==> src/pkg/uart_hs_map.vh <==
// constants for the processor-side handshake of the serial receiver/transmitter
`ifndef UART_HS_MAP_VH
`define UART_HS_MAP_VH
// register select codes (mode 1)
`define SEL_DATA           1'b0
`define SEL_CTRL_STATUS    1'b1
// status byte field positions
`define ST_DA_BIT          0
`define ST_OE_BIT          1
`define ST_PE_BIT          2
`define ST_FE_BIT          3
`define ST_TX_HOLDING_EMPTY_BIT        7
// control word reset value and field positions
`define CTRL_RESET         8'h00
`define CTRL_PAR_INH_BIT   0
`define CTRL_EVEN_BIT      1
`define CTRL_STOP2_BIT     2
`define CTRL_WLS_LSB       3
// synchroniser reset levels, one bit per pin at its idle level
`define SYNC_IDLE_LVL      10'h24F
// serial clock divider: receive/transmit clock is sixteen times the bit rate
`define BIT_DIV_CNT        16'h0036
`define OVERSAMPLE         4'hF
`define HALF_OVERSAMPLE    4'h7
// transmit FIFO shape
`define TXF_WIDTH          8
`define TXF_DEPTH          8
`define TXF_AW             3
`endif

==> src/hdl/tx_fifo.v <==
// small synchronous FIFO with valid/ready on both sides
`timescale 1ns/1ps
module tx_fifo #(
    parameter WIDTH = 8,
    parameter DEPTH = 8,
    parameter AW    = 3
) (
    // clock and reset
    input  wire             clk_sys,
    input  wire             reset,
    // fill side
    input  wire             in_valid,
    output wire             in_ready,
    input  wire [WIDTH-1:0] in_data,
    // drain side
    output wire             out_valid,
    input  wire             out_ready,
    output wire [WIDTH-1:0] out_data
);
    reg [WIDTH-1:0] mem [0:DEPTH-1];
    reg [AW:0]      wr_q;
    reg [AW:0]      rd_q;
    wire            full;
    wire            empty;

    // extra pointer bit separates full from empty
    assign empty     = (wr_q == rd_q);
    assign full      = (wr_q[AW-1:0] == rd_q[AW-1:0]) && (wr_q[AW] != rd_q[AW]);
    assign in_ready  = ~full;
    assign out_valid = ~empty;
    assign out_data  = mem[rd_q[AW-1:0]];

    // storage write
    always @(posedge clk_sys)
    begin
        if (in_valid && !full)
            mem[wr_q[AW-1:0]] <= in_data;
    end

    // pointers
    always @(posedge clk_sys)
    begin
        if (reset)
        begin
            wr_q <= {(AW+1){1'b0}};
            rd_q <= {(AW+1){1'b0}};
        end
        else
        begin
            if (in_valid && !full)
                wr_q <= wr_q + 1'b1;
            if (out_ready && !empty)
                rd_q <= rd_q + 1'b1;
        end
    end
endmodule

==> src/hdl/uart_cpu_bus_handshake.v <==
// processor-side handshake, holding registers and serial engines of the uart
`timescale 1ns/1ps
`include "uart_hs_map.vh"
module uart_cpu_bus_handshake (
    // clock and reset
    input  wire       clk_sys,
    input  wire       reset,
    // mode and processor bus pins
    input  wire       mode_bus,
    input  wire       bus_timing_pulse,
    input  wire       chip_select_first,
    input  wire       chip_select_second_n,
    input  wire       chip_select_third,
    input  wire       read_not_write,
    input  wire       register_select,
    input  wire [7:0] bus_data_in,
    output reg  [7:0] bus_data_out,
    output wire       bus_data_oe_n,
    // standalone pins
    input  wire       control_register_load_n,
    input  wire [7:0] control_word_in,
    input  wire       tx_holding_load_n,
    input  wire       data_available_reset_n,
    input  wire       rx_register_disable,
    input  wire       status_flag_disable,
    output wire [7:0] rx_data_out,
    output wire       rx_data_oe_n,
    // status pins
    output wire       data_available_flag,
    output wire       error_out,
    output wire       parity_error,
    output wire       framing_error,
    output wire       tx_holding_empty,
    // serial line
    input  wire       serial_input_data,
    output wire       serial_output_data
);
    // synchronisers: ten pins pass through them; data, register select and the disables are used directly
    localparam NS = 10;
    // idle levels at reset, so no false edge follows reset
    localparam [NS-1:0] SYNC_IDLE = `SYNC_IDLE_LVL;
    reg  [NS-1:0] s1_q;
    reg  [NS-1:0] s2_q;
    reg  [NS-1:0] s3_q;
    wire [NS-1:0] pins_raw;
    assign pins_raw = {serial_input_data, bus_timing_pulse, chip_select_first,
                       chip_select_second_n, chip_select_third, read_not_write,
                       control_register_load_n, tx_holding_load_n,
                       data_available_reset_n, mode_bus};
    genvar g;
    generate
        for (g = 0; g < NS; g = g + 1)
        begin : g_sync
            always @(posedge clk_sys)
            begin
                if (reset)
                begin
                    s1_q[g] <= SYNC_IDLE[g];
                    s2_q[g] <= SYNC_IDLE[g];
                    s3_q[g] <= SYNC_IDLE[g];
                end
                else
                begin
                    s1_q[g] <= pins_raw[g];
                    s2_q[g] <= s1_q[g];
                    s3_q[g] <= s2_q[g];
                end
            end
        end
    endgenerate

    wire rxd_s   = s2_q[9];
    wire tpb_s   = s2_q[8];
    wire tpb_fall = s3_q[8] & ~s2_q[8];
    wire cs1_s   = s2_q[7];
    wire cs2n_s  = s2_q[6];
    wire cs3_s   = s2_q[5];
    wire rnw_s   = s2_q[4];
    wire crl_rise = ~s3_q[3] & s2_q[3];
    wire thrl_rise = ~s3_q[2] & s2_q[2];
    wire dar_fall = s3_q[1] & ~s2_q[1];
    wire bus_mode = s2_q[0];

    // decode of the processor bus cycles
    wire sel_ok   = cs1_s & ~cs2n_s & cs3_s;
    wire wr_cycle = bus_mode & sel_ok & ~rnw_s & tpb_s;
    reg  wr_seen_q;
    reg  rd_seen_q;
    reg  register_select_q;
    wire rd_cycle = bus_mode & sel_ok & rnw_s;
    wire wr_end   = wr_seen_q & tpb_fall;
    wire rd_end   = rd_cycle & tpb_fall & (register_select_q == `SEL_DATA);

    // remember select state while the pulse is high
    always @(posedge clk_sys)
    begin
        if (reset)
        begin
            wr_seen_q <= 1'b0;
            rd_seen_q <= 1'b0;
            register_select_q    <= `SEL_DATA;
        end
        else
        begin
            wr_seen_q <= wr_cycle;
            rd_seen_q <= rd_cycle;
            if (tpb_s)
                register_select_q <= register_select;
        end
    end

    // control word: standalone load pulse or bus write to control address
    reg [7:0] ctrl_q;
    reg [7:0] wr_data_q;
    always @(posedge clk_sys)
    begin
        if (reset)
            ctrl_q <= `CTRL_RESET;
        else if (!bus_mode && crl_rise)
            ctrl_q <= control_word_in;
        else if (wr_end && register_select_q == `SEL_CTRL_STATUS)
            ctrl_q <= wr_data_q;
    end

    // bus data sampled while write overlap holds, used at trailing edge
    always @(posedge clk_sys)
    begin
        if (reset)
            wr_data_q <= 8'h00;
        else if (wr_cycle)
            wr_data_q <= bus_data_in;
    end

    // slow serial clock enable (oversampling tick)
    reg [15:0] div_q;
    wire       tick = (div_q == 16'h0000);
    always @(posedge clk_sys)
    begin
        if (reset || tick)
            div_q <= `BIT_DIV_CNT;
        else
            div_q <= div_q - 16'h0001;
    end

    wire [3:0] wlen = 4'h5 + {2'b00, ctrl_q[`CTRL_WLS_LSB+1:`CTRL_WLS_LSB]};

    // holding register path through the FIFO; back-pressure refuses writes
    wire       fifo_in_ready;
    wire       fifo_out_valid;
    wire [7:0] fifo_out_data;
    wire       load_hold = bus_mode ? (wr_end && register_select_q == `SEL_DATA) : thrl_rise;
    wire       tx_take;
    tx_fifo #(
        .WIDTH (`TXF_WIDTH),
        .DEPTH (`TXF_DEPTH),
        .AW    (`TXF_AW)
    ) u_fifo (
        .clk_sys   (clk_sys),
        .reset     (reset),
        .in_valid  (load_hold),
        .in_ready  (fifo_in_ready),
        .in_data   (bus_mode ? wr_data_q : bus_data_in),
        .out_valid (fifo_out_valid),
        .out_ready (tx_take),
        .out_data  (fifo_out_data)
    );
    assign tx_holding_empty = ~fifo_out_valid;

    // transmitter: shift register loads only when idle, on a tick
    reg [11:0] tsr_q;
    reg [3:0]  tbits_q;
    reg [3:0]  tos_q;
    reg        txd_q;
    wire       tsr_empty = (tbits_q == 4'h0);
    wire       tpar = ^fifo_out_data ^ ~ctrl_q[`CTRL_EVEN_BIT];
    assign tx_take = tsr_empty & tick & fifo_out_valid;
    always @(posedge clk_sys)
    begin
        if (reset)
        begin
            tsr_q   <= 12'hFFF;
            tbits_q <= 4'h0;
            tos_q   <= 4'h0;
            txd_q   <= 1'b1;
        end
        else if (tx_take)
        begin
            // frame: start, data lsb first, parity, stop(s)
            tsr_q   <= {2'b11, tpar, fifo_out_data, 1'b0} >> 0;
            tbits_q <= wlen + 4'h2 + {3'b000, ~ctrl_q[`CTRL_PAR_INH_BIT]}
                       + {3'b000, ctrl_q[`CTRL_STOP2_BIT]};
            tos_q   <= `OVERSAMPLE;
            txd_q   <= 1'b1;
        end
        else if (tick && !tsr_empty)
        begin
            tos_q <= tos_q - 4'h1;
            if (tos_q == `OVERSAMPLE)
            begin
                // start bit appears after the load tick
                txd_q <= tsr_q[0];
                tsr_q <= (tbits_q == wlen + 4'h2) && ctrl_q[`CTRL_PAR_INH_BIT] ?
                         {2'b11, tsr_q[11:10], tsr_q[8:1]} : {1'b1, tsr_q[11:1]};
            end
            if (tos_q == 4'h0)
                tbits_q <= tbits_q - 4'h1;
        end
    end
    assign serial_output_data = status_flag_disable & ~bus_mode ? 1'b1 : txd_q;

    // receiver: start bit sampled through synchroniser, centre sampling
    reg [9:0] rsr_q;
    reg [3:0] rbits_q;
    reg [3:0] ros_q;
    reg       rbusy_q;
    reg       rdone_q;
    wire [3:0] rtotal = wlen + 4'h1 + {3'b000, ~ctrl_q[`CTRL_PAR_INH_BIT]};
    always @(posedge clk_sys)
    begin
        if (reset)
        begin
            rsr_q   <= 10'h000;
            rbits_q <= 4'h0;
            ros_q   <= 4'h0;
            rbusy_q <= 1'b0;
            rdone_q <= 1'b0;
        end
        else
        begin
            rdone_q <= 1'b0;
            if (tick)
            begin
                if (!rbusy_q && !rxd_s)
                begin
                    // a late start edge simply waits for the next tick
                    rbusy_q <= 1'b1;
                    ros_q   <= `HALF_OVERSAMPLE;
                    rbits_q <= 4'h0;
                end
                else if (rbusy_q)
                begin
                    ros_q <= ros_q - 4'h1;
                    if (ros_q == 4'h0)
                    begin
                        ros_q <= `OVERSAMPLE;
                        if (rbits_q == 4'h0 && rxd_s)
                            rbusy_q <= 1'b0;               // false start
                        else if (rbits_q == rtotal)
                        begin
                            rbusy_q <= 1'b0;
                            rdone_q <= 1'b1;
                            rsr_q   <= {rxd_s, rsr_q[9:1]};
                        end
                        else
                        begin
                            rbits_q <= rbits_q + 4'h1;
                            if (rbits_q != 4'h0)
                                rsr_q <= {rxd_s, rsr_q[9:1]};
                        end
                    end
                end
            end
        end
    end

    // receive holding register and flags
    reg [7:0] rhr_q;
    reg       da_q;
    reg       oe_q;
    reg       pe_q;
    reg       fe_q;
    wire [9:0] raligned = rsr_q >> (4'hA - rtotal);
    wire [7:0] rword = raligned[7:0] & ~(8'hFF << wlen);
    wire       rpar = raligned[wlen];
    wire       rstop = rsr_q[9];
    wire       da_clear = bus_mode ? rd_end : dar_fall;
    always @(posedge clk_sys)
    begin
        if (reset)
        begin
            rhr_q <= 8'h00;
            da_q  <= 1'b0;
            oe_q  <= 1'b0;
            pe_q  <= 1'b0;
            fe_q  <= 1'b0;
        end
        else if (rdone_q)
        begin
            // completion wins over a read in the same cycle
            rhr_q <= rword;
            da_q  <= 1'b1;
            oe_q  <= da_q & ~da_clear;
            pe_q  <= ~ctrl_q[`CTRL_PAR_INH_BIT] &
                     (^rword ^ rpar ^ ~ctrl_q[`CTRL_EVEN_BIT]);
            fe_q  <= ~rstop;
        end
        else if (da_clear)
            da_q <= 1'b0;
    end

    // bus read data: data register or status byte
    wire [7:0] status_byte = {~fifo_out_valid, 3'b000, fe_q, pe_q, oe_q, da_q};
    always @(posedge clk_sys)
    begin
        if (reset)
            bus_data_out <= 8'h00;
        else
            bus_data_out <= (register_select == `SEL_DATA) ? rhr_q : status_byte;
    end
    assign bus_data_oe_n = ~rd_seen_q;

    // standalone receive outputs
    assign rx_data_out  = rhr_q;
    assign rx_data_oe_n = bus_mode | rx_register_disable;

    // status pins; overrun and parity share one pin in bus mode
    assign data_available_flag = da_q;
    assign error_out     = bus_mode ? (oe_q | pe_q) : oe_q;
    assign parity_error  = pe_q;
    assign framing_error = fe_q;
endmodule

==> config.mk <==
export PLATFORM = sky130hd
export DESIGN_NAME = uart_cpu_bus_handshake
export DESIGN_NICKNAME = d
export VERILOG_FILES = /design/src/hdl/tx_fifo.v /design/src/hdl/uart_cpu_bus_handshake.v
export VERILOG_INCLUDE_DIRS = /design/src /design/src/pkg
export SDC_FILE = /design/constraint.sdc
export NUM_CORES = 1
export LEC_CHECK = 0
export BUFFER_PORTS_ARGS = -buffer_cell sky130_fd_sc_hd__buf_2
export CAP_MARGIN = 15
export CORE_MARGIN = 5
export CORE_UTILIZATION = 65
export CTS_CLUSTER_DIAMETER = 200
export DETAILED_ROUTE_END_ITERATION = 10
export GPL_ROUTABILITY_DRIVEN = 0
export MAX_ROUTING_LAYER = met4
export PLACE_DENSITY = 0.85
export SKIP_CTS_REPAIR_TIMING = 1
export SLEW_MARGIN = 10
export SYNTH_ARGS = -nofsm -noshare
export SYNTH_HDL_FRONTEND = slang
export SYNTH_SLANG_ARGS = --single-unit
==> constraint.sdc <==
create_clock -name clk_sys -period 9.32 [get_ports clk_sys]
set_clock_uncertainty 0.2 [all_clocks]
set_input_delay 1.864 -clock clk_sys [delete_from_list [all_inputs] [get_ports clk_sys]]
set_output_delay 1.864 -clock clk_sys [all_outputs]
set_load 0.05 [all_outputs]
# == Yosys cells after proc, flatten, opt, wreduce, memory -nomap -nowiden ==
# Memory sizes are Yosys's and may differ from the RTL's. A register that Yosys moved wholly into a read port is not among the register bits.
# Cells that the tools add are included.
# word_totals
register_bits,125
latch_bits,0
ram_bits,64
rom_bits,0
in_bits,31
output_inout_bits,24
word_cells,202
memories,1
# classes
addsub,14
n_mul,0
div_mod_pow,0
magnitude_cmp,1
n_eq_ne,8
shifts,2
muxes,41
n_bitwise,44
n_reduce_logical,42
# mem_list
name,depth,word_bits,rd,rd_ports_with_merged_regs,wr,line,text
u_fifo.mem,8,8,1,1,1,tx_fifo.v:20,reg [WIDTH-1:0] mem [0:DEPTH-1];
# ops
operator,count
$mux W4,13
$mux W10,5
$not A1 Y1,19
$and A1 B1 Y1,18
$add A4 B1 Y4 const B,4
$logic_not A16 Y1,1
$logic_not A4 Y1,4
$mux W8,2
$reduce_bool A2 Y1,8
$reduce_xor A8 Y1,2
$sub A16 B1 Y16 const B,1
$mux W1,15
$add A4 B1 Y4,3
$eq A4 B4 Y1,3
$sub A4 B1 Y4 const B,3
$mux W11,1
$logic_and A1 B1 Y1,10
$mux W5,2
$shr A10 B4 Y10,1
$and A8 B8 Y8,1
$not A8 Y8,1
$reduce_and A2 Y1,4
$shl A8 B4 Y8 const A,1
$logic_not A1 Y1,6
other kinds (18),24

# == Logic depth before layout (Yosys ltp) ==
# Gate-level depths: netlist (run 1).
# logic_depth
depth_word,10
ltp_mapped,17
depth_no_buf,13

# == Modules after synthesis ==
# A second synthesis (run 1) with hierarchy kept.
# hier_totals
hier_cells,779
hier_area_um2,8645.8
# by_module_without_submodules
module,n_inst,cells_each,area_each_um2,seq_area_each_um2
uart_cpu_bus_handshake,1,601,5474.0,2302.2
tx_fifo,1,178,3171.8,2142.1

# == Worst setup path after synthesis (run 1) ==
# No wires, ideal clock.
# synth_timing
path_type,flip-flop to output port
from,reg u_fifo.wr_q[1]
to,out tx_holding_empty
arrival_time_ns,2.634
t_required_ns,7.256
slack_ns,4.622
stages_incl_launch_ff,4
path_buffers,1
path_cell_list,dfxtp_1 -> buf_2 -> xor2_1 -> nor4_1
# synth_between
elab_chain_cells,1
# synth_lines
item,line,text
"start, declared",tx_fifo.v:21,reg [AW:0] wr_q;
"start signal, assigned",tx_fifo.v:45,wr_q <= {(AW+1){1'b0}};
"start signal, assigned",tx_fifo.v:51,wr_q <= wr_q + 1'b1;
$eq A4 B4 Y1,tx_fifo.v:27,assign empty = (wr_q == rd_q);
"end, declared",uart_cpu_bus_handshake.v:33,"output wire tx_holding_empty,"
# No other way between the ends.

# == Final worst setup path (run 1) ==
# layout_timing
from,reg ctrl_q[3]
to,reg pe_q (netlist: parity_error)
# layout_between
elab_chain_cells,10
elab_cells_between_ends,14
classes_between,add/sub (4); shift (2); mux (2); bitwise (5); reduce/logical (1)
# layout_lines
item,line,text
"start, declared",uart_cpu_bus_handshake.v:113,reg [7:0] ctrl_q;
"start signal, assigned",uart_cpu_bus_handshake.v:118,ctrl_q <= `CTRL_RESET;
"start signal, assigned",uart_cpu_bus_handshake.v:120,ctrl_q <= control_word_in;
"start signal, assigned",uart_cpu_bus_handshake.v:122,ctrl_q <= wr_data_q;
$add A3 B2 Y4 *,uart_cpu_bus_handshake.v:145,"wire [3:0] wlen = 4'h5 + {2'b00, ctrl_q[`CTRL_WLS_LSB+1:`CTRL_WLS_LSB]};"
$add A4 B1 Y4 (2 in series),uart_cpu_bus_handshake.v:217,"wire [3:0] rtotal = wlen + 4'h1 + {3'b000, ~ctrl_q[`CTRL_PAR_INH_BIT]};"
$sub A4 B4 Y4,uart_cpu_bus_handshake.v:272,wire [9:0] raligned = rsr_q >> (4'hA - rtotal);
$shr A10 B4 Y10,uart_cpu_bus_handshake.v:272,
$bmux W1 S4 or $and A8 B8 Y8 (tied branches),"uart_cpu_bus_handshake.v:274, uart_cpu_bus_handshake.v:273",
$mux W1 (not written as such) or $reduce_xor A8 Y1 (tied branches),"uart_cpu_bus_handshake.v:274, uart_cpu_bus_handshake.v:294",
$xor A1 B1 Y1 * (2 in series),uart_cpu_bus_handshake.v:294,(^rword ^ rpar ^ ~ctrl_q[`CTRL_EVEN_BIT]);
$and A1 B1 Y1 *,uart_cpu_bus_handshake.v:293,pe_q <= ~ctrl_q[`CTRL_PAR_INH_BIT] &
"end signal, assigned",uart_cpu_bus_handshake.v:293,
"end, declared",uart_cpu_bus_handshake.v:270,reg pe_q;
# Mark *: on every way between the ends. The rest lies on a longest branch, timed or not. The select of a mux whose other input is x is not followed.
# A chain may end at the register's enable or synchronous reset.

==> results of run 1 <==
-- power breakdown --
group / total [mW] / switching [mW] / internal, mW / leakage [nW]
combinational: 0.0408 / 0.0240 / 0.0168 / 1.58
clock: 0.721 / 0.338 / 0.384 / 0.291
sequential: 0.863 / 0.00435 / 0.859 / 1.61
total: 1.63 / 0.366 / 1.26 / 3.49
-- cell families (layout without fill, tap and decap cells) --
group           Yosys count  after routing  share of synthesized area [%]
xor+xnor                 49             49                           5.14
simple gates            260            260                           15.6
fa+ha+maj                19             19                           2.93
flops                   190            190                           51.6
mux                      84             84                           12.7
compound gates          106            106                           8.51
buf+inv                  69            118                           3.41
-- cell usage after synthesis (10+ instances only) --
cell type and number:
dfxtp_1 126, nor2_1 100, edfxtp_1 64, mux2i_1 50, nand2_1 40, inv_1 27
a21oi_1 25, clkbuf_1 25, xnor2_1 25, xor2_1 23, a211oi_1 19, mux4_2 19
nor3_1 19, ha_1 17, or2_2 17, mux2_2 15, nor2b_1 15, o21ai_0 15
nand2b_1 10, nand3_1 10
-- worst max-delay path, stage by stage, from the launching register on --
cell	delay, ns
dfxtp_1	0.58
inv_1	0.22
fa_1	0.78
inv_1	0.08
ha_1	0.67
mux2_2	0.34
a211oi_1	0.09
a221oi_1	0.39
mux2i_1	0.18
mux2_2	0.30
o32ai_1	0.28
xnor3_1	0.45
nand3b_1	0.10
a21oi_1	0.07
-- state kept, by name, indices dropped and copies added (netlist names), 4 cells and up, named ones only --
signal	count
u_fifo.mem	64
div_q	16
rsr_q	10
s1_q	10
tsr_q	10
bus_data_out	8
rx_data_out	8
wr_data_q	8
ctrl_q	5
rbits_q	4
ros_q	4
s3_q	4
tbits_q	4
tos_q	4
u_fifo.rd_q	4
u_fifo.wr_q	4
-- path summary, 6_finish.rpt --
check,depth (start not counted),to,from
worst max-delay path,13,parity_error$_SDFFE_PP0P_,ctrl_q[3]$_SDFFE_PP0P_
worst min-delay path,1,cs2n_s$_SDFF_PP1_,s1_q[6]$_SDFF_PP1_
worst max register to register,13,parity_error$_SDFFE_PP0P_,ctrl_q[3]$_SDFFE_PP0P_
worst min register to register,1,cs2n_s$_SDFF_PP1_,s1_q[6]$_SDFF_PP1_
-- metal layers --
layer | global-route usage, % | vias up
li1 | - | 2821
met1 | 28.5 | 2883
met2 | 38.9 | 175
met3 | 5.03 | 28
met4 | 7.84 | 0
met5 | - | -
-- area by class of cell --
cell class | instances | area share (%)
well taps | 176 | 2.31
inverters | 28 | 1.10
clock buffers | 18 | 4.50
multi-input cells | 518 | 40.6
clock inverters | 14 | 1.69
flip-flops and latches | 190 | 46.6
repair buffers | 58 | 3.25
==> impl_metrics.env, run 1 <==
export IMPL_drt_iter0_markers=334
export IMPL_syn_to_final_growth_pct=10.8
export IMPL_final_cells=1002
export IMPL_synth_ff_type="dfxtp_1"
export IMPL_finalPower_mw=1.63
export IMPL_critPathKind="reg2reg"
export IMPL_hold_ws_ns=0.213
export IMPL_vias=5907
export IMPL_fin_nets=863
export IMPL_post_route_drc_count=0
export IMPL_hp_class="reg2reg"
export IMPL_period_needed_ns=4.90
export IMPL_multi_input_area_sq_um=3870
export IMPL_final_common_cell="dfxtp_1"
export IMPL_antenna_found_initial=0
export IMPL_clock_latency_ns=0.44
export IMPL_dp_hpwl_um=11700
export IMPL_yosys_cell_types_count=73
export IMPL_start_util_pct=65.6
export IMPL_ys_seq_elements=190
export IMPL_post_drt_via_cell_ratio=5.90
export IMPL_coreArea_sq_um=13100
export IMPL_syn_cell_area_sq_um=8610
export IMPL_netlist_instances=777
export IMPL_drive_above_1_share_pct=18.9
export IMPL_die_y_um=125
export IMPL_grt_setup_unrepaired="false"
export IMPL_wirelength_um=17300
export IMPL_highest_layer="met4"
export IMPL_grt_pass1_vias=5965
export IMPL_dieArea_sq_um=15700
export IMPL_synth_net_count=827
export IMPL_final_core_util_pct=72.6
export IMPL_grtUsageTotal_pct=23.4
export IMPL_dpl_instance_area_sq_um=8950
export IMPL_max_freq_ghz=0.204
export IMPL_wl_met2_um=8820
export IMPL_synth_top_area_share_pct=29.3
export IMPL_global_route_overflow_total=0
export IMPL_leakage_nw=3.49
export IMPL_avgRoutedWirePerCell_um=17.3
export IMPL_first_pass_iters=5
export IMPL_synth_warnings=0
export IMPL_io_pins=55
export IMPL_required_ns=9.39
export IMPL_rows=42
export IMPL_yosys_top_cells_area="dfxtp_1 29%, edfxtp_1 22%, mux2i_1 5.8%"
export IMPL_wl_met1_um=7340
export IMPL_post_place_cells=970
export IMPL_pre_cts_ws_ns=4.56
export IMPL_ys_seq_area_share_pct=51.6
export IMPL_maxSlewViolCount=0
export IMPL_reg2reg_slack_ns=4.42
export IMPL_end_kind="flop"
export IMPL_fp_dieW_um=125
export IMPL_tns_ns=0
export IMPL_power_density_nw_per_um2=170
export IMPL_yosysTopAreaCell="dfxtp_1"
export IMPL_stdcell_area_sq_um=9540
export IMPL_cp_max_fo=16
export IMPL_wl_met3_um=841
export IMPL_seqCellArea_sq_um=4440
export IMPL_drtAntennaViolNets=0
export IMPL_min_period_over_period_pct=52.6
export IMPL_syn_avg_cell_area_sq_um=11.1
export IMPL_numCtsBuffers=17
export IMPL_grt_pass1_wl_um=28800
export IMPL_synth_edf_count=64
export IMPL_clk_pin_slew_ns=0.07
export IMPL_cts_root_buf="clkbuf_16"
export IMPL_cts_tree="built"
export IMPL_clkSinkCount=190
export IMPL_final_hold_violation_count=0
export IMPL_finalSetupViolCount=0
export IMPL_antenna_cells=0
export IMPL_grt_max_degree=111
export IMPL_async_flop_share_pct=0
export IMPL_ir_worst_vdd_uv=150
export IMPL_relSlewSlack_pct=29.2
export IMPL_drv_cap=0
export IMPL_final_cell_mix="126 x dfxtp_1, 100 x nor2_1, 64 x edfxtp_1, 50 x mux2i_1, 50 x buf_2"
export IMPL_tightest_slew_ns=1.06
export IMPL_setup_slack_ns=4.42
export IMPL_crit_arrival_ns=4.97
export IMPL_io_buffers=51
export IMPL_crit_path_start_kind="flop"
export IMPL_run_status="finished, final reports clean"
export IMPL_htreeDepth=4
export IMPL_cts_buffer_depth=2
export IMPL_fillers=860
Note: power is estimated with default switching activity, not from simulation.
==> inputs of run 2 (changes only) <==
--- a/config.mk
+++ b/config.mk
@@ -9,12 +9,12 @@
 export BUFFER_PORTS_ARGS = -buffer_cell sky130_fd_sc_hd__buf_2
 export CAP_MARGIN = 15
 export CORE_MARGIN = 5
-export CORE_UTILIZATION = 65
+export CORE_UTILIZATION = 55
 export CTS_CLUSTER_DIAMETER = 200
 export DETAILED_ROUTE_END_ITERATION = 10
 export GPL_ROUTABILITY_DRIVEN = 0
 export MAX_ROUTING_LAYER = met4
-export PLACE_DENSITY = 0.85
+export PLACE_DENSITY = 0.76
 export SKIP_CTS_REPAIR_TIMING = 1
 export SLEW_MARGIN = 10
 export SYNTH_ARGS = -nofsm -noshare
==> constraint.sdc (replaced) <==
create_clock -name clk_sys -period 4.5 [get_ports clk_sys]
set_clock_uncertainty 0.2 [all_clocks]
set_input_delay 0.9 -clock clk_sys [delete_from_list [all_inputs] [get_ports clk_sys]]
set_output_delay 0.9 -clock clk_sys [all_outputs]
set_load 0.05 [all_outputs]
==> impl_metrics.env, run 2 (synthesis gave the netlist of run 1 again) <==
export IMPL_run_status="finished, final reports clean"
export IMPL_fillers=1149
export IMPL_dp_hpwl_um=11600
export IMPL_global_route_overflow_total=0
export IMPL_required_ns=4.60
export IMPL_numCtsBuffers=17
export IMPL_cp_max_fo=11
export IMPL_end_kind="flop"
export IMPL_p_sw_share_pct=23.1
export IMPL_clock_latency_ns=0.44
export IMPL_min_period_over_period_pct=95.3
export IMPL_finalPower_mw=3.41
export IMPL_final_cell_mix="126 x dfxtp_1, 100 x nor2_1, 64 x edfxtp_1, 50 x mux2i_1, 50 x buf_2"
export IMPL_grtUsageTotal_pct=20.4
export IMPL_tns_ns=0
export IMPL_cts_buffer_depth=2
export IMPL_path_buf_inv=2
export IMPL_clk_pin_slew_ns=0.08
export IMPL_drt_iter0_markers=346
export IMPL_clkSinkCount=190
export IMPL_dpl_instance_area_sq_um=9040
export IMPL_avgRoutedWirePerCell_um=16.5
export IMPL_cp_slowest_cell="fa_1"
export IMPL_fp_dieW_um=135
export IMPL_coreArea_sq_um=15300
export IMPL_dieArea_sq_um=18300
export IMPL_pwr_share_clk_pct=45.1
export IMPL_io_pins=55
export IMPL_final_common_cell="dfxtp_1"
export IMPL_antenna_cells=0
export IMPL_use_met3_pct=4.87
export IMPL_crit_path_start_kind="flop"
export IMPL_grt_pass1_vias=5984
export IMPL_tightest_slew_ns=1.14
export IMPL_hp_class="reg2reg"
export IMPL_rows=45
export IMPL_busiest_layer="met2"
export IMPL_grt_setup_unrepaired="false"
export IMPL_ir_worst_vdd_uv=371
export IMPL_met2_usage_pct=34.4
export IMPL_post_drt_via_cell_ratio=5.56
export IMPL_relSlewSlack_pct=23.8
export IMPL_drtAntennaViolNets=0
export IMPL_cts_tree="built"
export IMPL_pre_cts_ws_ns=0.299
export IMPL_die_y_um=135
export IMPL_grt_max_degree=76
export IMPL_combPwrFrac_pct=2.5
export IMPL_crit_family="adder cells"
export IMPL_final_hold_violation_count=0
export IMPL_period_needed_ns=4.29
export IMPL_setup_slack_ns=0.213
export IMPL_cell_internal_pwr_mw=2.62
export IMPL_vias=5784
export IMPL_cts_root_buf="clkbuf_16"
export IMPL_hold_ws_ns=0.210
export IMPL_maxSlewViolCount=0
export IMPL_p_switching_mw=0.790
export IMPL_antenna_found_initial=0
export IMPL_wirelength_um=17200
export IMPL_largest_reg_flops=64
export IMPL_first_pass_iters=5
export IMPL_stdcell_area_sq_um=9660
export IMPL_syn_to_final_growth_pct=12.2
export IMPL_htreeDepth=4
export IMPL_post_route_drc_count=0
export IMPL_final_cells=1041
export IMPL_post_place_cells=1009
export IMPL_final_core_util_pct=63.3
export IMPL_met1_usage_pct=24.5
export IMPL_start_util_pct=56.4
export IMPL_drv_cap=0
export IMPL_finalSetupViolCount=0
export IMPL_power_density_nw_per_um2=353
export IMPL_drive_above_1_share_pct=19.6
export IMPL_critPathKind="reg2reg"
export IMPL_grt_pass1_wl_um=29000
export IMPL_io_buffers=51
export IMPL_max_freq_ghz=0.233
export IMPL_worstPathCellList="inv_1 > fa_1 > inv_1 > ha_1 > mux2_2 > mux2i_1 > nor3_1 > a211oi_1 > xnor2_1 > xnor2_1 > xnor3_1 > nand3b_1 > a21oi_1"
export IMPL_pwr_share_seq_pct=52.4
export IMPL_fin_nets=867
export IMPL_crit_arrival_ns=4.38
export IMPL_slowest_delay_ns=0.59
export IMPL_leakage_nw=3.52
run 2: cell types whose count changed in the layout (fill, tap and decap cells not counted), sizes merged:
cell    previous run  this run
inv               37        35
clkinv             4         7
buf               58        62
clkbuf            18        17
run 2: layout make-up:
type	count	area, sq um	share of cell area, %
repair buffers	62	340	3.52
flip-flops and latches	190	4440	46.0
clock buffers	17	425	4.40
well taps	211	264	2.73
inverters	28	105	1.09
multi-input cells	518	3880	40.2
clock inverters	15	200	2.07
run 2: layer usage:
metal,vias to the layer above,part of all wire (%)
li1,2840,-
met1,2791,44
met2,133,51
met3,20,4.1
met4,0,1.2
met5,-,0
run 2: power by group through the flow:
stage | Sequential [mW] | Clock, mW | Combinational [mW]
after detailed placement | 1.83 | 0 | 0.0853
after CTS | 1.79 | 1.57 | 0.0863
after global routing | 1.79 | 1.64 | 0.0945
final | 1.79 | 1.54 | 0.0854
after floorplan | 1.82 | 0 | 0.0601
after global placement | 1.83 | 0 | 0.0820
run 2: worst register-to-register path: stages, from the launching register on:
cell and delay [ns]:
dfxtp_1 0.45, inv_1 0.18, fa_1 0.59, inv_1 0.05, ha_1 0.54, mux2_2 0.43, mux2i_1 0.43, nor3_1 0.13
a211oi_1 0.26, xnor2_1 0.14, xnor2_1 0.23, xnor3_1 0.34, nand3b_1 0.09, a21oi_1 0.07
run 2: path summary, 6_finish.rpt:
kind	start	end	slack [ns]	depth (start not counted)
min	s1_q[2]$_SDFF_PP1_	s2_q[2]$_SDFF_PP1_	0.21	1
max reg2reg	ctrl_q[3]$_SDFFE_PP0P_	parity_error$_SDFFE_PP0P_	0.21	13
min reg2reg	s1_q[2]$_SDFF_PP1_	s2_q[2]$_SDFF_PP1_	0.21	1
max	ctrl_q[3]$_SDFFE_PP0P_	parity_error$_SDFFE_PP0P_	0.21	13
==> inputs of run 3 (changes only) <==
--- a/config.mk
+++ b/config.mk
@@ -15,8 +15,10 @@
 export GPL_ROUTABILITY_DRIVEN = 0
 export MAX_ROUTING_LAYER = met4
 export PLACE_DENSITY = 0.76
+export REMOVE_ABC_BUFFERS = 1
 export SKIP_CTS_REPAIR_TIMING = 1
 export SLEW_MARGIN = 10
 export SYNTH_ARGS = -nofsm -noshare
 export SYNTH_HDL_FRONTEND = slang
 export SYNTH_SLANG_ARGS = --single-unit
+export TNS_END_PERCENT = 1
==> impl_metrics.env, run 3 (synthesis gave the netlist of run 1 again) <==
export IMPL_power_density_nw_per_um2=350
export IMPL_grt_setup_unrepaired="false"
export IMPL_leakage_nw=3.51
export IMPL_rows=45
export IMPL_die_y_um=135
export IMPL_whs_path_depth=1
export IMPL_min_from="s1_q[1]$_SDFF_PP1_"
export IMPL_final_core_util_pct=63.2
export IMPL_final_cells=1043
export IMPL_tightest_slew_ns=1.01
export IMPL_final_cell_mix="126 x dfxtp_1, 100 x nor2_1, 64 x edfxtp_1, 50 x mux2i_1, 50 x buf_2"
export IMPL_ir_worst_vdd_uv=285
export IMPL_combPwrFrac_pct=2.6
export IMPL_fin_nets=869
export IMPL_tns_ns=0
export IMPL_dpl_instance_area_sq_um=9040
export IMPL_post_route_drc_count=0
export IMPL_reg2reg_slack_ns=0.25
export IMPL_required_ns=4.59
export IMPL_io_buffers=51
export IMPL_finalSetupViolCount=0
export IMPL_drv_cap=0
export IMPL_pwr_share_clk_pct=44.5
export IMPL_drt_iter0_markers=435
export IMPL_fp_dieW_um=135
export IMPL_pre_cts_ws_ns=0.260
export IMPL_p_sw_share_pct=22.6
export IMPL_pwr_share_seq_pct=53.0
export IMPL_coreArea_sq_um=15300
export IMPL_ff2ff_path_depth=13
export IMPL_grt_pass1_vias=5974
export IMPL_cts_root_buf="clkbuf_16"
export IMPL_end_kind="flop"
export IMPL_period_needed_ns=4.25
export IMPL_grtUsageTotal_pct=20.4
export IMPL_grt_max_degree=77
export IMPL_vias=5948
export IMPL_maxSlewViolCount=0
export IMPL_hp_class="reg2reg"
export IMPL_post_place_cells=1010
export IMPL_critPathKind="reg2reg"
export IMPL_crit_arrival_ns=4.33
export IMPL_cts_buffer_depth=2
export IMPL_crit_path_start_kind="flop"
export IMPL_drtAntennaViolNets=0
export IMPL_start_util_pct=56.4
export IMPL_cell_internal_pwr_mw=2.61
export IMPL_htreeDepth=4
export IMPL_clkSinkCount=190
export IMPL_grt_pass1_wl_um=29200
export IMPL_clock_latency_ns=0.43
export IMPL_post_drt_via_cell_ratio=5.70
export IMPL_syn_to_final_growth_pct=12.0
export IMPL_rr_startpoint="ctrl_q[3]$_SDFFE_PP0P_"
export IMPL_first_pass_iters=7
export IMPL_p_switching_mw=0.763
export IMPL_drive_above_1_share_pct=19.8
export IMPL_cp_max_fo=13
export IMPL_clk_pin_slew_ns=0.08
export IMPL_wirelength_um=17300
export IMPL_io_pins=55
export IMPL_dp_hpwl_um=12000
export IMPL_antenna_found_initial=0
export IMPL_largest_reg_flops=64
export IMPL_r2r_end="parity_error$_SDFFE_PP0P_"
export IMPL_run_status="finished, final reports clean"
export IMPL_dieArea_sq_um=18300
export IMPL_global_route_overflow_total=0
export IMPL_hold_end="s2_q[1]$_SDFF_PP1_"
export IMPL_final_common_cell="dfxtp_1"
export IMPL_stdcell_area_sq_um=9650
export IMPL_antenna_cells=0
export IMPL_relSlewSlack_pct=32.6
export IMPL_fillers=1186
export IMPL_numCtsBuffers=17
export IMPL_avgRoutedWirePerCell_um=16.6
export IMPL_final_hold_violation_count=0
export IMPL_setup_slack_ns=0.252
export IMPL_cts_tree="built"
export IMPL_critPathLaunch="ctrl_q[3]$_SDFFE_PP0P_"
export IMPL_max_freq_ghz=0.235
export IMPL_min_period_over_period_pct=94.4
run 3: layer usage:
layer	up-vias	wire [um]	GRT usage, %	share of wire (%)
met2	168	8670	33.8	50
li1	2847	-	-	-
met1	2898	7380	25.0	43
met5	-	0	-	0
met4	0	367	7.17	2.1
met3	35	910	4.31	5.3
run 3: worst max-delay path by stage:
| stage | end | slack [ns] | cells after the start |
|---|---|---|---|
| 6_report | parity_error$_SDFFE_PP0P_ | 0.25 | 13 |
| 5_1_grt | parity_error$_SDFFE_PP0P_ | 0.06 | 13 |
| 4_1_cts | parity_error$_SDFFE_PP0P_ | 0.20 | 13 |
| 3_5_place_dp | parity_error$_SDFFE_PP0P_ | 0.26 | 13 |
| 3_3_place_gp | parity_error$_SDFFE_PP0P_ | 0.37 | 13 |
| 2_1_floorplan | parity_error$_SDFFE_PP0P_ | 0.41 | 13 |
run 3: cell type report:
| class | instances | area, sq um | area share [%] |
|---|---|---|---|
| timing repair buffer | 64 | 353 | 3.66 |
| clock buffer | 18 | 429 | 4.45 |
| multi-input combinational | 518 | 3880 | 40.2 |
| clock inverter | 14 | 171 | 1.78 |
| sequential | 190 | 4440 | 46.1 |
| tap | 211 | 264 | 2.74 |
| inverter | 28 | 105 | 1.09 |
run 3: power by group through the flow:
stage                     clock network [mW]  logic (mW)  registers, mW
after floorplan                            0      0.0441           1.83
after global placement                     0      0.0820           1.83
after detailed placement                   0      0.0853           1.83
after CTS                               1.52      0.0864           1.79
after global routing                    1.61      0.0959           1.79
final                                   1.50      0.0862           1.79
run 3: stage by stage:
| stage | hold WS, ns | total power [mW] |
|---|---|---|
| floorplan | 0.189 | 1.87 |
| detailed placement | 0.194 | 1.91 |
| global route | 0.224 | 3.50 |
| global placement | 0.193 | 1.91 |
| CTS | 0.212 | 3.40 |
| finish | 0.212 | 3.37 |
run 3: critical path: stages (launching register included):
cell,delay [ns]
dfxtp_1,0.45
inv_1,0.18
fa_1,0.58
inv_1,0.05
ha_2,0.48
mux2_2,0.27
a211oi_1,0.08
a221oi_1,0.44
mux2i_1,0.22
mux2_2,0.32
o32ai_1,0.22
xnor3_1,0.44
nand3b_1,0.09
a21oi_1,0.07
